===== src/common/reload_timer_params.svh =====
// Purpose: offsets, field positions, reset values and tap widths of the reload timer
// Assumes: included by bare name after the package
// Notes:   definitions only
`ifndef RELOAD_TIMER_PARAMS_SVH
`define RELOAD_TIMER_PARAMS_SVH

// ****************************************
// register map (byte offsets)
// ****************************************
`define OFS_CTRL        8'h00
`define OFS_COUNT       8'h04
`define OFS_RELOAD      8'h08
`define CH_STRIDE       8'h10
`define OFS_IRQ_STATUS  8'h40
`define OFS_IRQ_MASK    8'h44

// ****************************************
// control register fields
// ****************************************
`define CTRL_ENABLE     0
`define CTRL_RELOAD     1
`define CTRL_SRC_LSB    2
`define CTRL_USE_LSB    4
`define CTRL_START      6
`define CTRL_RUNNING    8

// ****************************************
// reset values
// ****************************************
`define CTRL_RESET      8'h00
`define RELOAD_RESET    16'h0000
`define MASK_RESET      4'h0

// ****************************************
// prescaler taps: divide by 2, 8, 32
// ****************************************
`define TAP0_BITS       1
`define TAP1_BITS       3
`define TAP2_BITS       5

`endif


===== src/common/reload_timer_pkg.sv =====
// Purpose: shared types of the reload timer
// Assumes: nothing
// Notes:   constants live in reload_timer_params.svh
package reload_timer_pkg;

    // count clock source
    typedef enum logic [1:0] {
        SRC_TAP0,
        SRC_TAP1,
        SRC_TAP2,
        SRC_EVENT
    } count_src_t;

    // use of the event input under an internal clock; code 3 acts as none
    typedef enum logic [1:0] {
        USE_NONE,
        USE_TRIGGER,
        USE_GATE
    } input_use_t;

endpackage


===== src/rtl/timer_channel.sv =====
// Purpose: one 16-bit reload down-timer channel
// Assumes: event_level already synchronised to mclk
// Notes:   all outputs are flops
`timescale 1ns/1ps
`default_nettype none
module timer_channel (
    input  wire logic                        mclk,
    input  wire logic                        rst_b,
    input  wire logic                        ce,
    input  wire logic                        enable,
    input  wire logic                        reload_mode,
    input  wire reload_timer_pkg::count_src_t count_src,
    input  wire reload_timer_pkg::input_use_t in_use,
    input  wire logic                        start,
    input  wire logic [15:0]                 reload_value,
    input  wire logic [2:0]                  tick,
    input  wire logic                        event_level,
    output logic      [15:0]                 count_value,
    output logic                             running,
    output logic                             pulse_out,
    output logic                             underflow
);
    import reload_timer_pkg::*;

    typedef struct packed {
        logic [15:0] count;
        logic        run;
        logic        out;
        logic        ev_prev;
        logic        uf;
    } chan_state_t;

    chan_state_t s;
    chan_state_t next_s;
    logic        ev_rise;
    logic        step;
    logic        gate_ok;
    logic        trig;

    always_comb begin
        next_s = s;
        next_s.uf = 1'b0;
        next_s.ev_prev = event_level;
        ev_rise = event_level & ~s.ev_prev;
        unique case (count_src)
            SRC_TAP0:  step = tick[0];    // RULE2
            SRC_TAP1:  step = tick[1];    // RULE2
            SRC_TAP2:  step = tick[2];    // RULE2
            SRC_EVENT: step = ev_rise;    // RULE5
        endcase
        // gate only applies with an internal clock
        gate_ok = (count_src == SRC_EVENT) || (in_use != USE_GATE) || event_level; // RULE6
        trig = start || ((count_src != SRC_EVENT) && (in_use == USE_TRIGGER) && ev_rise); // RULE6
        if (!enable) begin
            next_s.run = 1'b0;
            next_s.out = 1'b0;
        end else if (trig) begin
            next_s.count = reload_value;  // RULE1
            next_s.run = 1'b1;
            if (!reload_mode) begin
                next_s.out = 1'b1;        // RULE4
            end
        end else if (s.run && step && gate_ok) begin
            if (s.count == 16'h0000) begin
                next_s.uf = 1'b1;         // RULE10
                next_s.count = reload_value; // RULE11
                if (reload_mode) begin
                    next_s.out = ~s.out;  // RULE3
                end else begin
                    next_s.run = 1'b0;    // RULE11
                    next_s.out = 1'b0;    // RULE4
                end
            end else begin
                next_s.count = s.count - 16'h0001; // RULE1
            end
        end
    end

    always_ff @(posedge mclk or negedge rst_b) begin
        if (!rst_b) begin
            s <= '0;
        end else if (ce) begin
            s <= next_s;
        end
    end

    assign count_value = s.count;
    assign running     = s.run;
    assign pulse_out   = s.out;
    assign underflow   = s.uf;

endmodule
`default_nettype wire


===== src/rtl/reload_down_timer.sv =====
// Purpose: four reload down-timer channels behind an AHB-Lite slave
// Assumes: single word transfers; haddr bits above 7 are not decoded
// Notes:   one wait state per transfer; response always OKAY
//
// What this block does
// RULE1 - 16-bit down counter loaded from reload register
// RULE2 - count clock: three internal taps or event pin
// RULE3 - reload mode toggles output at each period end
// RULE4 - single-shot output high while counter runs
// RULE5 - event mode counts rising edges of input pin
// RULE6 - internal clock: input pin is trigger or gate
// RULE7 - four independent channels with own registers, pins
// RULE8 - channel 2 output drives serial baud clock
// RULE9 - channel 3 output starts the analog converter
// RULE10 - each channel raises its own end-of-count interrupt
// RULE11 - underflow reloads; single-shot then stops until trigger
// RULE12 - count reads return live value, counting undisturbed
//
// The AHB-Lite interface to the registers and the placing of the registers were chosen for this implementation.
`timescale 1ns/1ps
`default_nettype none
`include "reload_timer_params.svh"
module reload_down_timer #(
    parameter int NUM_CH = 4
) (
    input  wire logic              mclk,
    input  wire logic              rst_b,
    input  wire logic              ce,
    // ****************************************
    // AHB-Lite slave
    // ****************************************
    input  wire logic              hsel,
    input  wire logic [31:0]       haddr,
    input  wire logic [1:0]        htrans,
    input  wire logic              hwrite,
    input  wire logic [2:0]        hsize,
    input  wire logic [31:0]       hwdata,
    input  wire logic              hready,
    output logic                   hreadyout,
    output logic      [31:0]       hrdata,
    output logic                   hresp,
    // ****************************************
    // pins and links
    // ****************************************
    input  wire logic [NUM_CH-1:0] timer_event_input,
    output logic      [NUM_CH-1:0] timer_pulse_output,
    output logic                   baud_clock_out,
    output logic                   adc_timer_start,
    output logic                   irq
);
    import reload_timer_pkg::*;

    // ****************************************
    // state
    // ****************************************
    typedef struct packed {
        logic [NUM_CH-1:0]         sync1;
        logic [NUM_CH-1:0]         sync2;
        logic [`TAP2_BITS-1:0]     presc;
        logic                      ready;
        logic                      resp;
        logic                      pending;
        logic                      wr;
        logic [7:0]                addr;
        logic [31:0]               rdata;
        logic [NUM_CH-1:0][7:0]    ctrl;
        logic [NUM_CH-1:0][15:0]   reload;
        logic [NUM_CH-1:0]         start;
        logic [NUM_CH-1:0]         status;
        logic [NUM_CH-1:0]         mask;
        logic [NUM_CH-1:0]         pout;
        logic                      baud;
        logic                      adc;
        logic                      irq;
    } top_state_t;

    top_state_t               s;
    top_state_t               next_s;
    logic [2:0]               tick;
    logic [NUM_CH-1:0]        clr;
    logic [NUM_CH-1:0][15:0]  ch_count;
    logic [NUM_CH-1:0]        ch_run;
    logic [NUM_CH-1:0]        ch_pout;
    logic [NUM_CH-1:0]        ch_uf;

    // ****************************************
    // prescaler taps
    // ****************************************
    // taps share one free-running counter so their phases stay related
    assign tick = {&s.presc[`TAP2_BITS-1:0],
                   &s.presc[`TAP1_BITS-1:0],
                   &s.presc[`TAP0_BITS-1:0]};

    // ****************************************
    // channels
    // ****************************************
    for (genvar g = 0; g < NUM_CH; g++) begin : g_ch
        timer_channel u_ch (         // RULE7
            .mclk         (mclk),
            .rst_b        (rst_b),
            .ce           (ce),
            .enable       (s.ctrl[g][`CTRL_ENABLE]),
            .reload_mode  (s.ctrl[g][`CTRL_RELOAD]),
            .count_src    (count_src_t'(s.ctrl[g][`CTRL_SRC_LSB +: 2])),
            .in_use       (input_use_t'(s.ctrl[g][`CTRL_USE_LSB +: 2])),
            .start        (s.start[g]),
            .reload_value (s.reload[g]),
            .tick         (tick),
            .event_level  (s.sync2[g]),
            .count_value  (ch_count[g]),
            .running      (ch_run[g]),
            .pulse_out    (ch_pout[g]),
            .underflow    (ch_uf[g])
        );
    end

    // ****************************************
    // next state
    // ****************************************
    always_comb begin
        next_s = s;
        clr = '0;
        // pins cross in through two flops
        next_s.sync1 = timer_event_input;
        next_s.sync2 = s.sync1;
        next_s.presc = s.presc + `TAP2_BITS'(1);
        next_s.start = '0;
        next_s.resp = 1'b0;

        // data phase: one wait state, then answer
        if (s.pending) begin
            next_s.pending = 1'b0;
            next_s.ready = 1'b1;
            next_s.rdata = '0;
            for (int i = 0; i < NUM_CH; i++) begin
                if (s.addr == 8'(i) * `CH_STRIDE + `OFS_CTRL) begin
                    if (s.wr) begin
                        next_s.ctrl[i] = hwdata[7:0];
                        // start is a one-shot command, never stored
                        next_s.ctrl[i][`CTRL_START] = 1'b0;
                        next_s.start[i] = hwdata[`CTRL_START];
                    end else begin
                        next_s.rdata[7:0] = s.ctrl[i];
                        next_s.rdata[`CTRL_RUNNING] = ch_run[i];
                    end
                end
                if (s.addr == 8'(i) * `CH_STRIDE + `OFS_COUNT) begin
                    if (!s.wr) begin
                        next_s.rdata[15:0] = ch_count[i]; // RULE12
                    end
                end
                if (s.addr == 8'(i) * `CH_STRIDE + `OFS_RELOAD) begin
                    if (s.wr) begin
                        next_s.reload[i] = hwdata[15:0]; // RULE1
                    end else begin
                        next_s.rdata[15:0] = s.reload[i];
                    end
                end
            end
            if (s.addr == `OFS_IRQ_STATUS) begin
                if (s.wr) begin
                    clr = hwdata[NUM_CH-1:0];
                end else begin
                    next_s.rdata[NUM_CH-1:0] = s.status;
                end
            end
            if (s.addr == `OFS_IRQ_MASK) begin
                if (s.wr) begin
                    next_s.mask = hwdata[NUM_CH-1:0];
                end else begin
                    next_s.rdata[NUM_CH-1:0] = s.mask;
                end
            end
        end

        // address phase
        if (hsel && htrans[1] && hready) begin
            next_s.pending = 1'b1;
            next_s.ready = 1'b0;
            next_s.wr = hwrite;
            next_s.addr = haddr[7:0];
        end

        // a new underflow wins over a clear in the same cycle
        next_s.status = (s.status & ~clr) | ch_uf;  // RULE10
        next_s.irq = |(next_s.status & next_s.mask); // RULE10

        next_s.pout = ch_pout;
        next_s.baud = ch_pout[2];                    // RULE8
        next_s.adc = ch_pout[3];                     // RULE9
    end

    // ****************************************
    // registers
    // ****************************************
    always_ff @(posedge mclk or negedge rst_b) begin
        if (!rst_b) begin
            s <= '0;
            s.ready <= 1'b1;
        end else if (ce) begin
            s <= next_s;
        end
    end

    // ****************************************
    // outputs
    // ****************************************
    assign hreadyout          = s.ready;
    assign hrdata             = s.rdata;
    assign hresp              = s.resp;
    assign timer_pulse_output = s.pout;
    assign baud_clock_out     = s.baud;
    assign adc_timer_start    = s.adc;
    assign irq                = s.irq;

endmodule
`default_nettype wire


===== config.mk =====
export PLATFORM = sky130hd
export DESIGN_NAME = reload_down_timer
export DESIGN_NICKNAME = d
export VERILOG_FILES = /design/src/common/reload_timer_pkg.sv /design/src/rtl/timer_channel.sv /design/src/rtl/reload_down_timer.sv
export VERILOG_INCLUDE_DIRS = /design/src /design/src/common
export SDC_FILE = /design/constraint.sdc
export NUM_CORES = 1
export LEC_CHECK = 0
export BUFFER_PORTS_ARGS = -buffer_cell sky130_fd_sc_hd__buf_2
export CELL_PAD_IN_SITES_DETAIL_PLACEMENT = 0
export CELL_PAD_IN_SITES_GLOBAL_PLACEMENT = 1
export CORE_MARGIN = 5
export CORE_UTILIZATION = 42
export DETAILED_ROUTE_END_ITERATION = 16
export PLACE_DENSITY = 0.86
export SYNTH_ARGS = -nofsm -noshare
export SYNTH_HDL_FRONTEND = slang
export SYNTH_SLANG_ARGS = --single-unit

===== constraint.sdc =====
create_clock -name mclk -period 2.6 [get_ports mclk]
set_input_delay 0.78 -clock mclk [delete_from_list [all_inputs] [get_ports mclk]]
set_output_delay 0.78 -clock mclk [all_outputs]
set_load 0.03 [all_outputs]

After elaboration in Yosys (flattened, before gate mapping). Cells that the tools add are included.

Word-level logic and storage cells: 291. Input bits: 79. Register bits after elaboration: 231. Output and inout port bits: 41.

Mux-type cells: 104. Bitwise operators: 16. Equality and inequality tests: 53. Add/subtract/negate cells: 5. Reductions and logical operators: 70.

Operators by type and width (count): 16-bit 2-to-1 mux (25); 18-bit 2-to-1 mux (8); 9-bit 2-to-1 mux (10); 16-bit zero test (4); 4-bit AND reduction (16); 16-bit by 1-bit subtractor with 16-bit output (second input constant) (4); 8-bit by 6-bit == test with 1-bit output (second input constant) (6); 4-bit 2-to-1 mux (11); 1-bit 2-to-1 mux (35); 8-bit by 5-bit == test with 1-bit output (second input constant) (3); 3-bit by 1-bit inequality test with 1-bit output (second input constant) (8); 1-bit logical AND (18); 17-bit 2-to-1 mux (1); 2-bit by 1-bit == test with 1-bit output (second input constant) (8); 2-bit == test (second input constant) (8); 8-bit by 7-bit == test with 1-bit output (second input constant) (2); 2-bit 2-to-1 mux (8); 2-bit inequality test (second input constant) (8); 1-bit case mux with 4 select lines (4); 3-bit AND reduction (5); 1-bit logical OR (12); 3-bit by 2-bit inequality test with 1-bit output (second input constant) (4); 3-bit inequality test (second input constant) (4); 10-bit 2-to-1 mux (1); other kinds (15) (35).

Longest topological paths before layout.
Depth after elaboration: 36. Depth in mapped cells: 10. Gate-level depth less buffers: 9.

By module. Synthesis repeated with hierarchy kept, for this count alone.

Cells, all modules: 1435. Area total of the unflattened synthesis: 14362.5 um^2.

Modules (own cells, without submodules): reload_down_timer (times used 1, sequential area each 3729.8 um^2, area each 8119.0 um^2, cells an instance 750); timer_channel at g_ch[0].u_ch ... (times used 3, sequential area each 500.5 um^2, area each 1577.8 um^2, cells an instance 171); timer_channel at g_ch[3].u_ch (times used 1, sequential area each 500.5 um^2, area each 1510.2 um^2, cells an instance 172).

Least setup slack after synthesis. Ideal clock, no wire load.

Path kind: in2reg. Start: input ce. End: register s[56] in the netlist's numbering. Path slack: 0.107 ns. Path buffers: 1. Data arrival time: 2.368 ns. Data required time: 2.475 ns. Stages: 6. Cells stage by stage: inv_1 > nor2_1 > nand3_1 > nor3_2 > buf_4 > mux2_2.

Word-level cells in the longest chain between the ends: 1.

Ends and longest elaborated chain: start, declared (line reload_down_timer.sv:28) `input wire logic ce,`; 4-bit AND reduction (no line); end signal, assigned (line reload_down_timer.sv:201) `s <= next_s;`; end, declared (line reload_down_timer.sv:77) `top_state_t s;`.

Every way passes these cells. A chain may end at the register's enable or synchronous reset.

Final worst setup path.
Start: register s[160] in the netlist's numbering. End: register g_ch[2].u_ch.s, in the netlist g_ch[2].u_ch.running.

Word-level cells in the longest chain between the ends: 6.

Ends and longest elaborated chain: 5-bit AND reduction or 3-bit AND reduction (tied branches) (line reload_down_timer.sv:90, reload_down_timer.sv:91); 1-bit case mux with 4 select lines (*) (line timer_channel.sv:45) `unique case (count_src)`; 1-bit logical AND (*) (2 in a row) (line timer_channel.sv:63) `end else if (s.run && step && gate_ok) begin`; 3-bit by 1-bit inequality test with 1-bit output (no line) (*); 4-bit AND reduction (no line) (*); end signal, assigned (line timer_channel.sv:83) `s <= next_s;`; end, declared (line timer_channel.sv:33) `chan_state_t s;`.

Mark *: on every way between the ends. The rest lies on a longest branch, timed or not.

==> run_summary.xml <==
<?xml version="1.0" encoding="UTF-8"?>
<metrics>
  <group name="logic_synthesis">
    <metric name="synth_area_leaders" unit="">dfrtp_1 44%, mux2_2 11%, a21oi_1 4.2%</metric>
    <metric name="synthTopCellsByCount" unit="">228 x dfrtp_1, 122 x mux2_2, 111 x a21oi_1</metric>
    <metric name="synthArstFlopShare" unit="">1.00</metric>
    <metric name="synth_ff_type" unit="">dfrtp_1</metric>
    <metric name="synth_seq_area_share" unit="">0.438</metric>
    <metric name="synthesis.area" unit="mm2">0.0131</metric>
    <metric name="synth_fa_ha_area_frac" unit="">0.0105</metric>
    <metric name="syn_inst" unit="">1360</metric>
    <metric name="synth_compound_gate_area_share" unit="">0.216</metric>
    <metric name="synth_xor_area_frac" unit="">0.00134</metric>
    <metric name="post-synth-top-count-cell" unit="">dfrtp_1</metric>
    <metric name="most_area_hungry_cell_type_in_the_yosys_netlist" unit="">dfrtp_1</metric>
    <metric name="ys_ff_latch" unit="">229</metric>
    <metric name="synth-edff-count" unit="">0</metric>
    <metric name="post_synth.cell_area_avg" unit="um2">9.61</metric>
    <metric name="synth_simple_gate_area_share" unit="">0.150</metric>
    <metric name="synth.area.mux_share" unit="">0.126</metric>
    <metric name="synth_top_cell_area_share" unit="">0.436</metric>
    <metric name="ys.warnings.count" unit="">0</metric>
    <metric name="synth_cell_types" unit="">83</metric>
    <metric name="largest_family_of_logic_cells_by_synthesized_area" unit="">compound AO/OA/AOI/OAI gates</metric>
  </group>
  <group name="cells_and_area">
    <metric name="drive_gt1_frac" unit="">0.257</metric>
    <metric name="utilization" unit="">0.498</metric>
    <metric name="area_growth" unit="%">16.8</metric>
    <metric name="final_cells" unit="">1863</metric>
    <metric name="design_area" unit="mm2">0.0153</metric>
    <metric name="final_nets" unit="">1537</metric>
    <metric name="num_antenna_cells" unit="">0</metric>
  </group>
  <group name="die">
    <metric name="std_cell_rows" unit="">64</metric>
    <metric name="die-height" unit="um">186</metric>
    <metric name="floorplan.core_area" unit="mm2">0.0307</metric>
    <metric name="area_of_the_die" unit="mm2">0.0348</metric>
    <metric name="start_util" unit="">0.426</metric>
    <metric name="chipWidth" unit="um">186</metric>
    <metric name="num_io_pins" unit="">120</metric>
  </group>
  <group name="sta">
    <metric name="tns" unit="ns">0</metric>
    <metric name="final-hold-violation-count" unit="">0</metric>
    <metric name="finalCriticalPeriod" unit="ns">2.50</metric>
    <metric name="grt_setup_unrepaired" unit="">no</metric>
    <metric name="period_utilization" unit="">0.963</metric>
    <metric name="report.final.slew_viol_count" unit="">0</metric>
    <metric name="setup_viol" unit="">0</metric>
    <metric name="worst_clock_skew" unit="ns">0.00956</metric>
    <metric name="timing.slew.headroom" unit="">0.563</metric>
    <metric name="max_slew.worst_pin.slew" unit="ns">0.656</metric>
    <metric name="fmax" unit="MHz">400</metric>
  </group>
  <group name="drt">
    <metric name="first_iter_violations" unit="">1123</metric>
    <metric name="vias" unit="">11600</metric>
    <metric name="drt-pass1-iter-count" unit="">5</metric>
    <metric name="wl" unit="um">43100</metric>
    <metric name="detail_route.wl_per_cell" unit="um">23.1</metric>
    <metric name="route.detailed.drc" unit="">0</metric>
    <metric name="avgViaCountPerCell" unit="">6.23</metric>
    <metric name="drt.antenna.violating_nets" unit="">0</metric>
  </group>
  <group name="clock_tree">
    <metric name="post_cts_hold_buffer_count" unit="">0</metric>
    <metric name="cts-root-to-sink-buffers" unit="">3</metric>
    <metric name="cts_sinks" unit="">229</metric>
    <metric name="tritoncts" unit="">yes</metric>
    <metric name="clk_latency" unit="ns">0.53</metric>
    <metric name="clk_root_buffer_cell" unit="">clkbuf_16</metric>
    <metric name="post-cts-setup-buffer-count" unit="">0</metric>
    <metric name="numCtsBuffers" unit="">26</metric>
    <metric name="path_clk_slew" unit="ns">0.06</metric>
    <metric name="h_tree_levels" unit="">1</metric>
  </group>
  <group name="critical_path">
    <metric name="critPathKind" unit="">flip-flop to flip-flop</metric>
    <metric name="setup.reg_to_reg.worst_slack" unit="ns">0.1</metric>
    <metric name="worst_r2r_endpoint" unit="">g_ch[2].u_ch.running$_DFFE_PN0P_</metric>
    <metric name="worst-endpoint-required" unit="ns">3.01</metric>
    <metric name="cp_capture_type" unit="">flip-flop</metric>
    <metric name="worst-path-max-fanout" unit="">3</metric>
    <metric name="r2r.worst_path.cells" unit="">9</metric>
    <metric name="rr_startpoint" unit="">s[160]$_DFFE_PN0P_</metric>
    <metric name="startpoint_type" unit="">flip-flop</metric>
    <metric name="worstPathArrival" unit="ns">2.92</metric>
  </group>
  <group name="global_routing">
    <metric name="overflow_after_grt" unit="">0</metric>
    <metric name="grt_start_max_net_pins" unit="">64</metric>
    <metric name="grt_pass1_vias" unit="">11300</metric>
    <metric name="grt_util_all_layers" unit="">0.237</metric>
    <metric name="grt_first_pass_wirelength" unit="um">66600</metric>
    <metric name="grt_antenna_before_repair" unit="">0</metric>
  </group>
  <group name="place">
    <metric name="io_buffer_count" unit="">58</metric>
    <metric name="final_replace_weighted_congestion" unit="">0.942</metric>
    <metric name="dp_hpwl" unit="um">31700</metric>
    <metric name="dpl-instance-area" unit="mm2">0.0143</metric>
    <metric name="placedCellCount" unit="">1815</metric>
  </group>
  <group name="status">
    <metric name="status" unit="">finished, final reports clean</metric>
  </group>
  <group name="pwr">
    <metric name="lkg_pwr" unit="nW">6.61</metric>
    <metric name="p_per_area" unit="mW/mm2">629</metric>
    <metric name="vdd.ir_drop.worst" unit="mV">0.489</metric>
    <metric name="design_power_total" unit="mW">9.62</metric>
  </group>
  <group name="worst_hold_path">
    <metric name="min_path_type" unit="">primary input to asynchronous set/reset pin</metric>
  </group>
  <group name="run">
    <metric name="cap_viol_max_count" unit="">0</metric>
  </group>
</metrics>
-- what timing repair did --
action,CTS,global route
hold endpoints to repair,0,0
endpoints found under the setup margin,16,34
pin swaps,0,0
gates resized for setup,1,10
-- sequential cells by signal (all words and copies together) (netlist names) --
signal and count:
s 123, g_ch.u_ch.underflow 4, g_ch.u_ch.s 4, timer_pulse_output 4, hreadyout 1, g_ch.u_ch.pulse_out 4
next_s 4, g_ch.u_ch.count_value 64, hrdata 16, g_ch.u_ch.running 4, irq 1
-- critical path, cell delays in order (launching register included) --
cell and delay (ns):
dfrtp_1 0.36, ha_1 0.17, and3_1 0.22, ha_4 0.18, inv_1 0.04, mux4_2 0.46, or2_2 0.33, or3_4 0.41
o21ai_1 0.14, a21oi_1 0.08
-- per-stage QoR --
stage	worst slack [ns]	hold slack [ns]
global route	0.00217	0.158
global placement	0.00488	0.462
detailed placement	-0.0853	0.463
finish	0.0971	0.153
floorplan	0.107	0.438
CTS	-0.0000462	0.152
-- worst max path at each step --
stage,startpoint,slack [ns],cells past startpoint,end
after global routing,s[160]$_DFFE_PN0P_,0.002,9,g_ch[2].u_ch.pulse_out$_DFFE_PN0P_
after CTS,s[160]$_DFFE_PN0P_,-0.00005,10,g_ch[1].u_ch.count_value[10]$_DFFE_PN0P_
after floorplan,ce,0.11,6,s[56]$_DFFE_PN0P_
after global placement,s[160]$_DFFE_PN0P_,0.005,10,g_ch[1].u_ch.count_value[13]$_DFFE_PN0P_
after detailed placement,s[160]$_DFFE_PN0P_,-0.09,10,g_ch[1].u_ch.count_value[8]$_DFFE_PN0P_
final,s[160]$_DFFE_PN0P_,0.1,9,g_ch[2].u_ch.running$_DFFE_PN0P_
-- report_power, final --
group,internal [mW],switching (mW),leakage [nW]
Combinational,0.675,1.10,3.17
Clock,2.34,1.55,0.442
Sequential,3.75,0.210,3.00
Total,6.76,2.85,6.61
-- final cells by class --
cell class              instances  area (um2)
clock inverters                14         159
repair buffers                164        1300
flip-flops and latches        229        5730
fillers                      2862       15400
well taps                     396         495
clock buffers                  34         752
inverters                      33         124
multi-input cells             993        6720
-- cell families (layout without fill, tap and decap cells) --
logic type | count (synthesis) | count (layout)
simple gates | 382 | 382
mux | 144 | 144
other cells | 1 | 17
compound gates | 437 | 437
xor+xnor | 2 | 2
buf+inv | 154 | 245
fa+ha+maj | 11 | 11
flops | 229 | 229
-- layout by cell type, fill, tap and decap left out, types with 7 or more instances in the layout --
cell,instances
dfrtp_1,228
mux2_2,122
a21oi_1,109
o21ai_0,105
nand2_1,91
buf_4,90
nor2_1,84
buf_2,57
nor3_1,50
nand3_1,50
o22ai_1,34
inv_1,33
a22oi_1,33
clkbuf_16,27
a22o_1,18
mux2i_1,17
conb_1,17
nor2b_1,16
buf_12,16
o2bb2ai_1,14
nand2b_1,12
o211ai_1,10
a31oi_1,9
nor4_1,9
ha_1,9
nor3_2,8
a221oi_1,8
a21o_1,8
nand4_1,8
o21a_1,7
o31ai_1,7
-- layer usage --
layer | vias up | track usage | wire (um)
met3 | 67 | 0.0430 | 3190
met5 | - | 0 | 0
met4 | 0 | 0.0572 | 1130
li1 | 5226 | - | -
met1 | 5853 | 0.332 | 18500
met2 | 466 | 0.384 | 20300
Power figures use the tool's default switching activity.
